[config.mk]
export PLATFORM = sky130hd
export DESIGN_NAME = swwc_top
export DESIGN_NICKNAME = d
export VERILOG_FILES = /design/src/rtl/swwc_pkg.sv /design/src/rtl/swwc_top.sv
export SDC_FILE = /design/constraint.sdc
export NUM_CORES = 1
export LEC_CHECK = 0
export BUFFER_PORTS_ARGS = -buffer_cell sky130_fd_sc_hd__buf_2
export CORE_ASPECT_RATIO = 1.4
export CORE_MARGIN = 1
export CORE_UTILIZATION = 53
export CTS_BUF_LIST = sky130_fd_sc_hd__clkbuf_4
export CTS_CLUSTER_DIAMETER = 120
export DETAILED_ROUTE_END_ITERATION = 7
export PLACE_DENSITY = 0.91
export SLEW_MARGIN = 25
export SYNTH_ARGS = -nofsm -noshare
export SYNTH_HDL_FRONTEND = slang
export SYNTH_SLANG_ARGS = --single-unit
[constraint.sdc]
create_clock -name clk -period 2.6 [get_ports clk]
set_input_delay 0.39 -clock clk [delete_from_list [all_inputs] [get_ports clk]]
set_output_delay 0.39 -clock clk [all_outputs]
set_load 0.02 [all_outputs]
[src/rtl/swwc_pkg.sv]
// constants and types for the sleep, wake and watchdog controller
// ----------------------------------------------------------------
// Notes on behaviour
// - fuse off, clear, osc fail, fast wake clear watchdog
// - crystal wake holds watchdog cleared through start-up
// - start-up 1024 periods crystal only, else skipped
// - sleep clears watchdog, which keeps counting asleep
// - sleep entry clears powerdown, sets timeout flag
// - asleep: oscillator driver off, I/O states held
// - watchdog reset never pulls master clear low
// - pin wake resets; watchdog/interrupt wake resumes
// - watchdog wake clears the timeout flag
// - powerdown flag set at power-up, cleared sleeping
// - only six listed interrupt sources can wake
// - sleep execution prefetches the next address
// - enabled interrupt wakes regardless of global enable
// - global enable set: prefetched then vector 0004h
// - global off, enabled flagged source: resume, no vector jump
// - every wake from sleep clears the watchdog
// - pending enabled interrupt makes sleep a no-operation
// - interrupt after sleep: sleep effects then wake
// - expiry resets when running, wakes when sleeping
// - option register assigns prescaler up to 1:128
// - clear or sleep also clears assigned prescaler
// ----------------------------------------------------------------
package swwc_pkg;
  // timing
  localparam int CLK_PERIOD_NS = 4;
  localparam int WDT_PERIOD_NS = 18_000_000;
  localparam int WDT_CYCLES = WDT_PERIOD_NS / CLK_PERIOD_NS;
  localparam int OST_TOSC = 1024;
  localparam int TOSC_NS = CLK_PERIOD_NS;
  localparam int OST_CYCLES =
    (OST_TOSC * TOSC_NS + CLK_PERIOD_NS - 1) / CLK_PERIOD_NS;
  localparam logic [13:0] IRQ_VECTOR = 14'h0004;
  // register byte addresses
  localparam logic [7:0] ADDR_OPTION = 8'h00;
  localparam logic [7:0] ADDR_CONFIG = 8'h04;
  localparam logic [7:0] ADDR_STATUS = 8'h08;
  // reset values
  localparam logic [7:0] OPTION_RESET = 8'hFF;
  // field positions
  localparam int OPT_PSA = 3;
  localparam int OPT_PS_LSB = 0;
  localparam int CFG_WATCHDOG_ENABLE_FUSE = 3;
  localparam int CFG_FOSC_LSB = 0;
  localparam int STAT_TO = 0;
  localparam int STAT_PD = 1;
  localparam int STAT_SLEEP = 2;
  localparam int STAT_CAUSE_LSB = 4;
  // oscillator mode codes in the configuration word
  localparam logic [2:0] FOSC_LP = 3'h0;
  localparam logic [2:0] FOSC_XT = 3'h1;
  localparam logic [2:0] FOSC_HS = 3'h2;
  // wake sources: t1 async, capture, adc rc, comparator, ioc, int pin
  localparam int NUM_WAKE = 6;
  // wake cause codes
  localparam logic [1:0] CAUSE_NONE = 2'h0;
  localparam logic [1:0] CAUSE_MASTER_CLEAR_PIN = 2'h1;
  localparam logic [1:0] CAUSE_WDT = 2'h2;
  localparam logic [1:0] CAUSE_IRQ = 2'h3;
  // bus answers
  localparam logic [1:0] RESP_OKAY = 2'h0;
  localparam logic [1:0] RESP_SLVERR = 2'h2;

  typedef enum logic [1:0] {
    SWWC_RUN = 2'b00,
    SWWC_SLEEP = 2'b01,
    SWWC_OST = 2'b10,
    SWWC_WAKE = 2'b11
  } swwc_state_t;
endpackage : swwc_pkg

[src/rtl/swwc_top.sv]
// sleep entry, wake-up and watchdog control with an axi4-lite slave
module swwc_top #(
  parameter int WDT_CYCLES = swwc_pkg::WDT_CYCLES
) (
  input wire logic clk,
  input wire logic rst,
  // axi4-lite slave
  input wire logic [7:0] s_axi_awaddr,
  input wire logic s_axi_awvalid,
  output logic s_axi_awready,
  input wire logic [31:0] s_axi_wdata,
  input wire logic [3:0] s_axi_wstrb,
  input wire logic s_axi_wvalid,
  output logic s_axi_wready,
  output logic [1:0] s_axi_bresp,
  output logic s_axi_bvalid,
  input wire logic s_axi_bready,
  input wire logic [7:0] s_axi_araddr,
  input wire logic s_axi_arvalid,
  output logic s_axi_arready,
  output logic [31:0] s_axi_rdata,
  output logic [1:0] s_axi_rresp,
  output logic s_axi_rvalid,
  input wire logic s_axi_rready,
  // fuses and core events
  input wire logic [7:0] configuration_word,
  input wire logic sleep_instr,
  input wire logic watchdog_clear_instr,
  input wire logic global_irq_enable,
  input wire logic [5:0] irq_enable,
  input wire logic [5:0] irq_flag,
  input wire logic osc_fail,
  // master clear pin, open drain
  input wire logic master_clear_pin_n_i,
  output logic master_clear_pin_o,
  output logic master_clear_pin_oe_n,
  // decisions to the core
  output logic device_reset,
  output logic prefetch_next,
  output logic resume_exec,
  output logic vector_branch,
  output logic [13:0] vector_addr,
  output logic osc_driver_en,
  output logic io_hold,
  output logic sleeping,
  output logic powerdown_flag,
  output logic timeout_flag
);

  // ----------------------------------------------------------------
  // state record
  // ----------------------------------------------------------------
  typedef struct packed {
    swwc_pkg::swwc_state_t st; // sequencer state
    logic [7:0] option; // option_control
    logic [22:0] wdt; // watchdog counter
    logic [6:0] psc; // shared prescaler
    logic [10:0] oscillator_startup_timer; // start-up counter
    logic pd; // powerdown flag
    logic to; // timeout flag
    logic [1:0] cause; // last wake cause
    logic [2:0] master_clear_pin_s; // pin synchroniser
    logic master_clear_pin_low; // filtered pin level
    logic rst_out; // device reset pulse
    logic pref; // prefetch pulse
    logic resume; // resume pulse
    logic vec; // vector branch pulse
    logic osc_en; // oscillator driver enable
    logic hold; // io hold
    logic slp; // registered sleeping level
    logic aw_have; // write address held
    logic w_have; // write data held
    logic [7:0] awaddr; // latched write address
    logic [31:0] wdata; // latched write data
    logic wstrb0; // latched lane 0 strobe
    logic awready;
    logic wready;
    logic bvalid;
    logic [1:0] bresp;
    logic arready;
    logic rvalid;
    logic [31:0] rdata;
    logic [1:0] rresp;
  } swwc_state_rec_t;

  swwc_state_rec_t q, d;

  // crystal modes need the start-up timer
  function automatic logic swwc_is_crystal(input logic [2:0] fosc);
    swwc_is_crystal = (fosc == swwc_pkg::FOSC_LP) ||
                      (fosc == swwc_pkg::FOSC_XT) ||
                      (fosc == swwc_pkg::FOSC_HS);
  endfunction : swwc_is_crystal

  // address decode shared by read and write paths
  function automatic logic [1:0] swwc_decode(input logic [7:0] addr);
    swwc_decode = 2'h3;
    if (addr == swwc_pkg::ADDR_OPTION) begin
      swwc_decode = 2'h0;
    end else if (addr == swwc_pkg::ADDR_CONFIG) begin
      swwc_decode = 2'h1;
    end else if (addr == swwc_pkg::ADDR_STATUS) begin
      swwc_decode = 2'h2;
    end
  endfunction : swwc_decode

  // ----------------------------------------------------------------
  // derived terms
  // ----------------------------------------------------------------
  logic watchdog_enable_fuse; // watchdog fuse
  logic crystal; // crystal oscillator mode
  logic prescaler_assign; // prescaler to watchdog
  logic [2:0] ps; // ratio select
  logic [6:0] psc_mask; // prescaler terminal mask
  logic wdt_tick; // counter advance
  logic wdt_expire; // counter terminal
  logic irq_pending; // enabled and flagged source
  logic [31:0] status_word; // status readback

  always_comb begin
    watchdog_enable_fuse = configuration_word[swwc_pkg::CFG_WATCHDOG_ENABLE_FUSE];
    crystal = swwc_is_crystal(
      configuration_word[swwc_pkg::CFG_FOSC_LSB +: 3]);
    prescaler_assign = q.option[swwc_pkg::OPT_PSA];
    ps = q.option[swwc_pkg::OPT_PS_LSB +: 3];
    psc_mask = 7'((8'h01 << ps) - 8'h01);
    wdt_tick = prescaler_assign ? ((q.psc & psc_mask) == psc_mask) : 1'b1;
    wdt_expire = watchdog_enable_fuse && wdt_tick &&
                 (q.wdt == 23'(WDT_CYCLES - 1));
    irq_pending = |(irq_enable & irq_flag);
    status_word = 32'h0000_0000;
    status_word[swwc_pkg::STAT_TO] = q.to;
    status_word[swwc_pkg::STAT_PD] = q.pd;
    status_word[swwc_pkg::STAT_SLEEP] = (q.st != swwc_pkg::SWWC_RUN);
    status_word[swwc_pkg::STAT_CAUSE_LSB +: 2] = q.cause;
  end

  // ----------------------------------------------------------------
  // next state
  // ----------------------------------------------------------------
  always_comb begin
    logic wdt_clr; // watchdog clear request
    logic psc_clr; // prescaler clear request
    logic aw_hs; // address taken
    logic w_hs; // data taken
    logic ar_hs; // read address taken
    wdt_clr = 1'b0;
    psc_clr = 1'b0;
    aw_hs = s_axi_awvalid && q.awready;
    w_hs = s_axi_wvalid && q.wready;
    ar_hs = s_axi_arvalid && q.arready;
    d = q;
    // one-cycle pulses drop by default
    d.rst_out = 1'b0;
    d.pref = 1'b0;
    d.resume = 1'b0;
    d.vec = 1'b0;

    // three-stage pin sync, level updates when the last two stages agree
    d.master_clear_pin_s = {q.master_clear_pin_s[1:0], master_clear_pin_n_i};
    if (q.master_clear_pin_s[1] == q.master_clear_pin_s[2]) begin
      d.master_clear_pin_low = !q.master_clear_pin_s[2];
    end

    // free-running prescaler
    d.psc = 7'(q.psc + 7'h01);
    // watchdog advances on prescaler terminal when assigned, else every cycle
    if (wdt_tick) begin
      d.wdt = 23'(q.wdt + 23'h000001);
    end

    if (!watchdog_enable_fuse || watchdog_clear_instr || osc_fail) begin
      wdt_clr = 1'b1;
    end
    if (watchdog_clear_instr) begin
      psc_clr = 1'b1;
    end

    // sequencer
    unique case (q.st)
      swwc_pkg::SWWC_RUN: begin
        if (sleep_instr) begin
          d.pref = 1'b1;
          if (!irq_pending) begin
            wdt_clr = 1'b1;
            psc_clr = 1'b1;
            d.pd = 1'b0;
            d.to = 1'b1;
            d.osc_en = 1'b0;
            d.hold = 1'b1;
            d.st = swwc_pkg::SWWC_SLEEP;
          end
        end else if (wdt_expire) begin
          d.rst_out = 1'b1;
          d.to = 1'b0;
          d.option = swwc_pkg::OPTION_RESET;
          wdt_clr = 1'b1;
          psc_clr = 1'b1;
        end
      end
      swwc_pkg::SWWC_SLEEP: begin
        if (wdt_expire) begin
          d.to = 1'b0;
          d.cause = swwc_pkg::CAUSE_WDT;
          d.st = crystal ? swwc_pkg::SWWC_OST : swwc_pkg::SWWC_WAKE;
          d.oscillator_startup_timer = '0;
          wdt_clr = 1'b1;
        end else if (irq_pending) begin
          d.cause = swwc_pkg::CAUSE_IRQ;
          d.st = crystal ? swwc_pkg::SWWC_OST : swwc_pkg::SWWC_WAKE;
          d.oscillator_startup_timer = '0;
          wdt_clr = 1'b1;
        end
        if (d.st != swwc_pkg::SWWC_SLEEP) begin
          d.osc_en = 1'b1;
        end
      end
      swwc_pkg::SWWC_OST: begin
        wdt_clr = 1'b1;
        d.oscillator_startup_timer = 11'(q.oscillator_startup_timer + 11'h001);
        if (q.oscillator_startup_timer == 11'(swwc_pkg::OST_CYCLES - 1)) begin
          d.st = swwc_pkg::SWWC_WAKE;
        end
      end
      swwc_pkg::SWWC_WAKE: begin
        wdt_clr = 1'b1;
        d.resume = 1'b1;
        d.vec = (q.cause == swwc_pkg::CAUSE_IRQ) && global_irq_enable;
        d.hold = 1'b0;
        d.st = swwc_pkg::SWWC_RUN;
      end
    endcase

    // master clear pin gives full reset
    if (q.master_clear_pin_low) begin
      d.rst_out = 1'b1;
      d.option = swwc_pkg::OPTION_RESET;
      d.osc_en = 1'b1;
      d.hold = 1'b0;
      if (q.st != swwc_pkg::SWWC_RUN) begin
        d.cause = swwc_pkg::CAUSE_MASTER_CLEAR_PIN;
      end
      d.st = swwc_pkg::SWWC_RUN;
      wdt_clr = 1'b1;
      psc_clr = 1'b1;
    end

    // sleeping level registered so the port comes from a flop
    d.slp = (d.st != swwc_pkg::SWWC_RUN);

    if (wdt_clr) begin
      d.wdt = '0;
    end
    if (psc_clr && prescaler_assign) begin
      d.psc = '0;
    end

    // ----------------------------------------------------------------
    // write channel: address and data in either order
    // ----------------------------------------------------------------
    if (aw_hs) begin
      d.aw_have = 1'b1;
      d.awaddr = s_axi_awaddr;
    end
    if (w_hs) begin
      d.w_have = 1'b1;
      d.wdata = s_axi_wdata;
      d.wstrb0 = s_axi_wstrb[0];
    end
    if (q.bvalid && s_axi_bready) begin
      d.bvalid = 1'b0;
    end
    if (q.aw_have && q.w_have && !q.bvalid) begin
      d.aw_have = 1'b0;
      d.w_have = 1'b0;
      d.bvalid = 1'b1;
      d.bresp = swwc_pkg::RESP_OKAY;
      unique case (swwc_decode(q.awaddr))
        2'h0: begin
          if (q.wstrb0 && !q.master_clear_pin_low && !d.rst_out) begin
            d.option = q.wdata[7:0];
          end
        end
        2'h1, 2'h2: begin
          // read-only, write ignored
        end
        2'h3: begin
          d.bresp = swwc_pkg::RESP_SLVERR;
        end
      endcase
    end
    d.awready = !d.aw_have;
    d.wready = !d.w_have;

    // ----------------------------------------------------------------
    // read channel
    // ----------------------------------------------------------------
    if (q.rvalid && s_axi_rready) begin
      d.rvalid = 1'b0;
    end
    if (ar_hs) begin
      d.rvalid = 1'b1;
      d.rresp = swwc_pkg::RESP_OKAY;
      unique case (swwc_decode(s_axi_araddr))
        2'h0: begin
          d.rdata = {24'h000000, q.option};
        end
        2'h1: begin
          d.rdata = {24'h000000, configuration_word};
        end
        2'h2: begin
          d.rdata = status_word;
        end
        2'h3: begin
          d.rdata = 32'h0000_0000;
          d.rresp = swwc_pkg::RESP_SLVERR;
        end
      endcase
    end
    d.arready = !d.rvalid;
  end

  // ----------------------------------------------------------------
  // state register
  // ----------------------------------------------------------------
  always_ff @(posedge clk) begin
    if (rst) begin
      q <= '0;
      q.st <= swwc_pkg::SWWC_RUN;
      q.option <= swwc_pkg::OPTION_RESET;
      q.pd <= 1'b1;
      q.to <= 1'b1;
      q.master_clear_pin_s <= 3'h7;
      q.osc_en <= 1'b1;
    end else begin
      q <= d;
    end
  end

  // ----------------------------------------------------------------
  // outputs, all from the state register except the constant vector_addr
  // ----------------------------------------------------------------
  assign s_axi_awready = q.awready;
  assign s_axi_wready = q.wready;
  assign s_axi_bvalid = q.bvalid;
  assign s_axi_bresp = q.bresp;
  assign s_axi_arready = q.arready;
  assign s_axi_rvalid = q.rvalid;
  assign s_axi_rdata = q.rdata;
  assign s_axi_rresp = q.rresp;
  // pin never driven by this block
  assign master_clear_pin_o = q.master_clear_pin_s[2] & 1'b0;
  assign master_clear_pin_oe_n = !q.rst_out | 1'b1;
  assign device_reset = q.rst_out;
  assign prefetch_next = q.pref;
  assign resume_exec = q.resume;
  assign vector_branch = q.vec;
  assign vector_addr = swwc_pkg::IRQ_VECTOR;
  assign osc_driver_en = q.osc_en;
  assign io_hold = q.hold;
  assign sleeping = q.slp;
  assign powerdown_flag = q.pd;
  assign timeout_flag = q.to;

endmodule : swwc_top

==> impl_results.rst, run 1 <==
.. list-table::
   :header-rows: 1

   * - Metric
     - Value
   * - Hold path startpoint
     - master_clear_pin_n_i
   * - Total number of placement rows
     - 40
   * - Met3 track demand over resource
     - 0.0395
   * - Hold Path Sink
     - d[93]$_SDFF_PP1_
   * - Antenna-violating nets left
     - 0
   * - Vias after detailed routing
     - 4125
   * - Slack of the worst reg-to-reg path
     - 0.26 ns
   * - Buffers inserted during post-CTS setup optimization
     - 0
   * - Antenna violations before repair
     - 1
   * - Post-synthesis sequential element count
     - 100
   * - Number of cells on the worst hold path
     - 2
   * - Final critical-path setup slack
     - 0.255 ns
   * - Number of nets in the final layout
     - 710
   * - Clock tree buffer depth
     - 2
   * - Clock sinks
     - 100
   * - Clock-pin slew reported for the worst setup and hold paths after clock tree synthesis
     - 0.14 ns
   * - MaxCap Viol Count
     - 0
   * - Timing-limited maximum frequency
     - 426 MHz
   * - Yosys Warn Count
     - 0
   * - Largest voltage drop on the vdd net
     - 0.409 mV
   * - Grt ovf
     - 0
   * - Leakage power summed over all cells
     - 1.90 nW
   * - Worst Reg-to-Reg Cells
     - 6
   * - Routed wire length
     - 10300 um
   * - Max H-tree Level
     - 3
   * - Critical path endpoint category
     - flop
   * - Clock tree from TritonCTS
     - built
   * - Tmin final
     - 2.34 ns
   * - Clock insertion delay at the later pin of the skew report
     - 0.48 ns
   * - Sequential share of the synthesized area
     - 0.427
   * - Crit-path max FO
     - 12
   * - Final hold violation count
     - 0
   * - Dpl hpwl
     - 7580 um
   * - Cell area power density
     - 518 nW/um^2
   * - Chip Width
     - 81.5 um
   * - Clk root buf
     - clkbuf_4
   * - Worst r2r dst
     - q[107]$_SDFFE_PP0P_
   * - Remaining design rule violation count
     - 0
   * - Detail-routed via count per cell
     - 5.63
   * - Type of the most critical hold path
     - in -> reg
   * - Met1 routing resource usage after global routing
     - 0.244
   * - Fillcell total
     - 757
   * - Core Area
     - 8610 um^2
   * - Setup-failing EPs final
     - 0
   * - Final number of max-transition violations
     - 0
   * - Number of hold-repair buffers added at the cts stage
     - 0
   * - DRC violation total after the first TritonRoute iteration
     - 347
   * - Post-CTS sizing
     - 0
   * - Post-synth EDFFs
     - 0
   * - Startpoint-to-endpoint class of the critical path
     - reg -> reg
   * - Total Routing Usage GR
     - 0.233
   * - Height of the die
     - 113 um
   * - Distinct cell type count after synthesis
     - 48
   * - Post-Synthesis Cells
     - 563
   * - CP Launch Type
     - flop
   * - Beginning of the worst register-to-register path
     - q[114]$_SDFF_PP0_
   * - Boundary pin count
     - 150
   * - Final-layout setup total negative slack
     - 0 ns
   * - Ys async rst share
     - 0
   * - Fin Clk Skew
     - 0.0239 ns
   * - Number of buffer and inverter stages on the critical path
     - 0
   * - Largest delay contributor family on the critical path
     - simple AND/OR/NAND/NOR gates
   * - Average footprint of a synthesized cell
     - 8.34 um^2
   * - GP Congestion
     - 0.870
   * - Max-slew headroom at the worst pin
     - 0.508
   * - Most crowded layer after global routing
     - met2
   * - Wire length of the first global-routing pass
     - 16600 um
   * - Initial Util
     - 0.545
   * - Die ar.
     - 9240 um^2
   * - Number of global-route vias before repair
     - 3839
   * - Worst path cell trace
     - nand2_1, o221ai_2, nand3_2, or4_1, nand3_2, a311oi_1
   * - Number of CTS-inserted buffers
     - 9
   * - Arrival time reported for the critical path endpoint
     - 2.67 ns
   * - CP Data Required Time
     - 2.93 ns
   * - Synth Cell Area
     - 4690 um^2
   * - Worst Tran Pin Value
     - 0.736 ns
   * - Maximum number of pins on one net before global-route repair
     - 59
   * - Final period utilization
     - 0.902
   * - Cell mode on critical path
     - nand3_2
   * - Worst-case setup slack after placement
     - 0.325 ns
   * - Detailed Routing Iterations Pass 1
     - 5
   * - Commonest cells after routing, fill and taps aside
     - 100 x dfxtp_1, 80 x buf_2, 75 x nor2_1
   * - Critical-path cell with the highest stage delay
     - or4_1
   * - Share of layout cells above drive strength 1
     - 0.175
   * - Outcome
     - finished clean
   * - Setup repair after global routing missed its margin
     - no
   * - Synth Flop Type
     - dfxtp_1
   * - Signed area change from the synthesized netlist to the final layout
     - 7.44%
   * - Wire length per cell
     - 14.1 um
   * - Largest stage delay, worst path
     - 0.73 ns
   * - Number of port buffers
     - 80
   * - Global Route met2 Usage
     - 0.417
   * - Most common cell after layout, fill and taps aside
     - dfxtp_1
-- registers in the layout, indices dropped and copies added, names as in the netlist --
| name | cells |
|---|---|
| s_axi_bvalid | 1 |
| timeout_flag | 1 |
| s_axi_rresp | 1 |
| io_hold | 1 |
| s_axi_wready | 1 |
| s_axi_bresp | 1 |
| s_axi_arready | 1 |
| d | 2 |
| ps | 3 |
| q | 70 |
| powerdown_flag | 1 |
| s_axi_rvalid | 1 |
| s_axi_rdata | 8 |
| prescaler_assign | 1 |
| osc_driver_en | 1 |
| vector_branch | 1 |
| s_axi_awready | 1 |
| resume_exec | 1 |
| sleeping | 1 |
| prefetch_next | 1 |
| device_reset | 1 |
-- worst register-to-register path, cell delays in order, from the launching register on --
cell      delay, ns
dfxtp_1        0.46
nand2_1        0.10
o221ai_2       0.28
nand3_2        0.30
or4_1          0.74
nand3_2        0.22
a311oi_1       0.13
-- through the flow --
stage	instances	hold WS, ns	instance area [um^2]	total power [mW]	utilization
CTS	732	0.0862	5040	2.62	0.585
detailed placement	717	0.398	4920	1.91	0.572
global route	733	0.0817	5040	2.73	0.586
global placement	717	0.391	4920	1.90	0.572
finish	733	0.104	5040	2.61	0.586
floorplan	603	0.389	4840	1.87	-
-- Yosys cell counts, types with 9 or more instances --
library cell  instances  area (um^2)
nand3_1              24          120
nor4_1               10         62.6
dfxtp_1             100         2000
nand2_1              63          236
nor3b_1              13         97.6
xnor2_1              21          184
a22oi_1              11         82.6
a211o_1              10         87.6
nor3_1               13         65.1
nor2_1               75          282
buf_4                52          390
clkbuf_1             19         71.3
o21ai_0               9         45.0
a21oi_1              38          190
nand4_1              11         68.8
-- cell families after synthesis --
family                     share of synthesized area
AOI/OAI and AO/OA                              0.130
xor gates and xnor gates                      0.0485
adders and majority gates                    0.00800
buffers and inverters                          0.107
DFF                                            0.427
muxes                                         0.0200
other                                        0.00160
and+or+nand+nor                                0.258
-- worst max path at each step --
stage                          end              start  slack (ns)  cells past startpoint
2_1_floorplan  q[102]$_SDFFE_PP0P_  q[112]$_SDFF_PP0_        0.69                      7
6_report       q[107]$_SDFFE_PP0P_  q[114]$_SDFF_PP0_        0.26                      6
3_5_place_dp   q[107]$_SDFFE_PP0P_  q[114]$_SDFF_PP0_        0.32                      6
4_1_cts        q[107]$_SDFFE_PP0P_  q[114]$_SDFF_PP0_        0.29                      6
3_3_place_gp   q[104]$_SDFFE_PP0P_  q[114]$_SDFF_PP0_        0.40                      6
5_1_grt        q[107]$_SDFFE_PP0P_  q[114]$_SDFF_PP0_        0.14                      6
-- layout make-up --
type | count | area [um^2] | share of cell area
timing repair buffer | 84 | 430 | 0.0854
multi-input combinational | 422 | 2340 | 0.464
tap | 105 | 131 | 0.0261
sequential | 100 | 2000 | 0.397
clock buffer | 9 | 67.6 | 0.0134
inverter | 6 | 22.5 | 0.00447
antenna | 1 | 2.50 | 0.000496
clock inverter | 6 | 47.5 | 0.00943
-- where the power goes --
part           leakage [nW]  switching (mW)  internal [mW]
Sequential            0.811          0.0295           1.57
Combinational          1.02           0.188         0.0906
Clock                0.0685           0.532          0.204
-- routing by layer --
layer	vias to the layer above	routed length, um
met5	-	0
met2	152	5480
met4	0	456
met1	1945	3950
li1	1990	-
met3	38	448
Power figures use the tool's default switching activity.
==> run 2: changes to the inputs <==
CORE_MARGIN = 1.5   (was 1)
CORE_UTILIZATION = 57   (was 53)
PLACE_DENSITY = 0.95   (was 0.91)
clock period = 2.8 ns   (was 2.6 ns; I/O delays follow)
==> impl_results.rst, run 2 (synthesis gave the netlist of run 1 again) <==
.. list-table::
   :header-rows: 1

   * - Metric
     - Value
   * - CP Launch Type
     - flop
   * - Routed wire length
     - 10400 um
   * - Commonest cells after routing, fill and taps aside
     - 100 x dfxtp_1, 80 x buf_2, 75 x nor2_1
   * - Leakage power summed over all cells
     - 1.91 nW
   * - Boundary pin count
     - 150
   * - Wire length per cell
     - 14.2 um
   * - Chip Width
     - 79.7 um
   * - Clock-pin slew reported for the worst setup and hold paths after clock tree synthesis
     - 0.16 ns
   * - Total number of placement rows
     - 39
   * - Startpoint-to-endpoint class of the critical path
     - reg -> reg
   * - Final number of max-transition violations
     - 0
   * - Clk root buf
     - clkbuf_4
   * - Tmin final
     - 2.34 ns
   * - Final hold violation count
     - 0
   * - Setup-failing EPs final
     - 0
   * - Largest voltage drop on the vdd net
     - 0.349 mV
   * - Core Area
     - 8050 um^2
   * - Share of layout cells above drive strength 1
     - 0.175
   * - Clock tree buffer depth
     - 2
   * - Number of hold-repair buffers added at the cts stage
     - 0
   * - Fillcell total
     - 671
   * - Type of the most critical hold path
     - in -> reg
   * - Detailed Routing Iterations Pass 1
     - 6
   * - Grt ovf
     - 0
   * - Worst path cell trace
     - nand2b_1, a21boi_1, o311a_1, or4_1, nand3_2, a311oi_1
   * - Final Hold Slack
     - 0.120 ns
   * - Critical-path cell with the highest stage delay
     - or4_1
   * - Clock tree from TritonCTS
     - built
   * - Final period utilization
     - 0.837
   * - Setup repair after global routing missed its margin
     - no
   * - Crit-path max FO
     - 13
   * - Number of nets in the final layout
     - 709
   * - Antenna cells
     - 0
   * - Number of global-route vias before repair
     - 3744
   * - Outcome
     - finished clean
   * - DRC violation total after the first TritonRoute iteration
     - 284
   * - CP Data Required Time
     - 3.16 ns
   * - Antenna-violating nets left
     - 0
   * - Number of port buffers
     - 80
   * - Number of buffer and inverter stages on the critical path
     - 0
   * - Detail-routed via count per cell
     - 5.59
   * - Worst Tran Pin Value
     - 0.787 ns
   * - Die ar.
     - 8790 um^2
   * - Placement-stage cell area
     - 4910 um^2
   * - Total Routing Usage GR
     - 0.238
   * - Arrival time reported for the critical path endpoint
     - 2.70 ns
   * - MaxCap Viol Count
     - 0
   * - Antenna violations before repair
     - 0
   * - Most flops, register
     - q
   * - Largest stage delay, worst path
     - 0.74 ns
   * - Vias after detailed routing
     - 4078
   * - Final standard cell count with taps included and fillers excluded
     - 729
   * - Critical path endpoint category
     - flop
   * - Signed area change from the synthesized netlist to the final layout
     - 7.70%
   * - Placed insts
     - 713
   * - Timing-limited maximum frequency
     - 427 MHz
   * - Max H-tree Level
     - 3
   * - Clock insertion delay at the later pin of the skew report
     - 0.50 ns
   * - Maximum number of pins on one net before global-route repair
     - 59
   * - Fin Clk Skew
     - 0.0321 ns
   * - Remaining design rule violation count
     - 0
   * - Most common cell after layout, fill and taps aside
     - dfxtp_1
   * - Dpl hpwl
     - 7560 um
   * - Largest delay contributor family on the critical path
     - simple AND/OR/NAND/NOR gates
   * - Cell area power density
     - 495 nW/um^2
   * - Height of the die
     - 110 um
   * - Final-layout setup total negative slack
     - 0 ns
   * - Post-CTS sizing
     - 0
   * - Final non-filler cell area
     - 5050 um^2
   * - GP Congestion
     - 0.871
   * - Clock sinks
     - 100
   * - Buffers inserted during post-CTS setup optimization
     - 0
   * - Wire length of the first global-routing pass
     - 16400 um
   * - Max reg flops
     - 70
   * - Initial Util
     - 0.583
   * - Max-slew headroom at the worst pin
     - 0.474
   * - Number of CTS-inserted buffers
     - 9
-- run 2: through the flow --
step                      setup WS [ns]  utilization  power (mW)
final                             0.456        0.628        2.50
after global routing              0.333        0.628        2.59
after CTS                         0.471        0.628        2.50
after detailed placement          0.505        0.610        1.77
after global placement            0.585        0.610        1.76
after floorplan                   0.885            -        1.73
-- run 2: worst paths after layout --
check	startpoint	endpoint	slack [ns]	cells past startpoint
setup / recovery	q[112]$_SDFF_PP0_	q[104]$_SDFFE_PP0P_	0.46	6
hold / removal	master_clear_pin_n_i	d[93]$_SDFF_PP1_	0.12	2
setup reg to reg	q[112]$_SDFF_PP0_	q[104]$_SDFFE_PP0P_	0.46	6
hold reg to reg	d[93]$_SDFF_PP1_	d[94]$_SDFF_PP1_	0.43	1
-- run 2: report_power, final --
part,leakage (nW),switching [mW],internal [mW]
clock,0.0781,0.543,0.214
sequential,0.811,0.0278,1.46
combinational,1.02,0.176,0.0832
total,1.91,0.747,1.75
-- run 2: per-layer routing --
metal	vias to the layer above	part of all wire	track usage
met5	-	0	0
met4	0	0.046	0.143
met3	48	0.042	0.0453
met2	156	0.52	0.438
met1	1893	0.39	0.249
li1	1981	-	-
-- run 2: layout make-up --
class	instances	area (um^2)	area share
multi-input cells	422	2340	0.463
flip-flops and latches	100	2000	0.396
repair buffers	83	423	0.0837
well taps	102	128	0.0252
clock inverters	7	73.8	0.0146
clock buffers	9	67.6	0.0134
inverters	6	22.5	0.00446
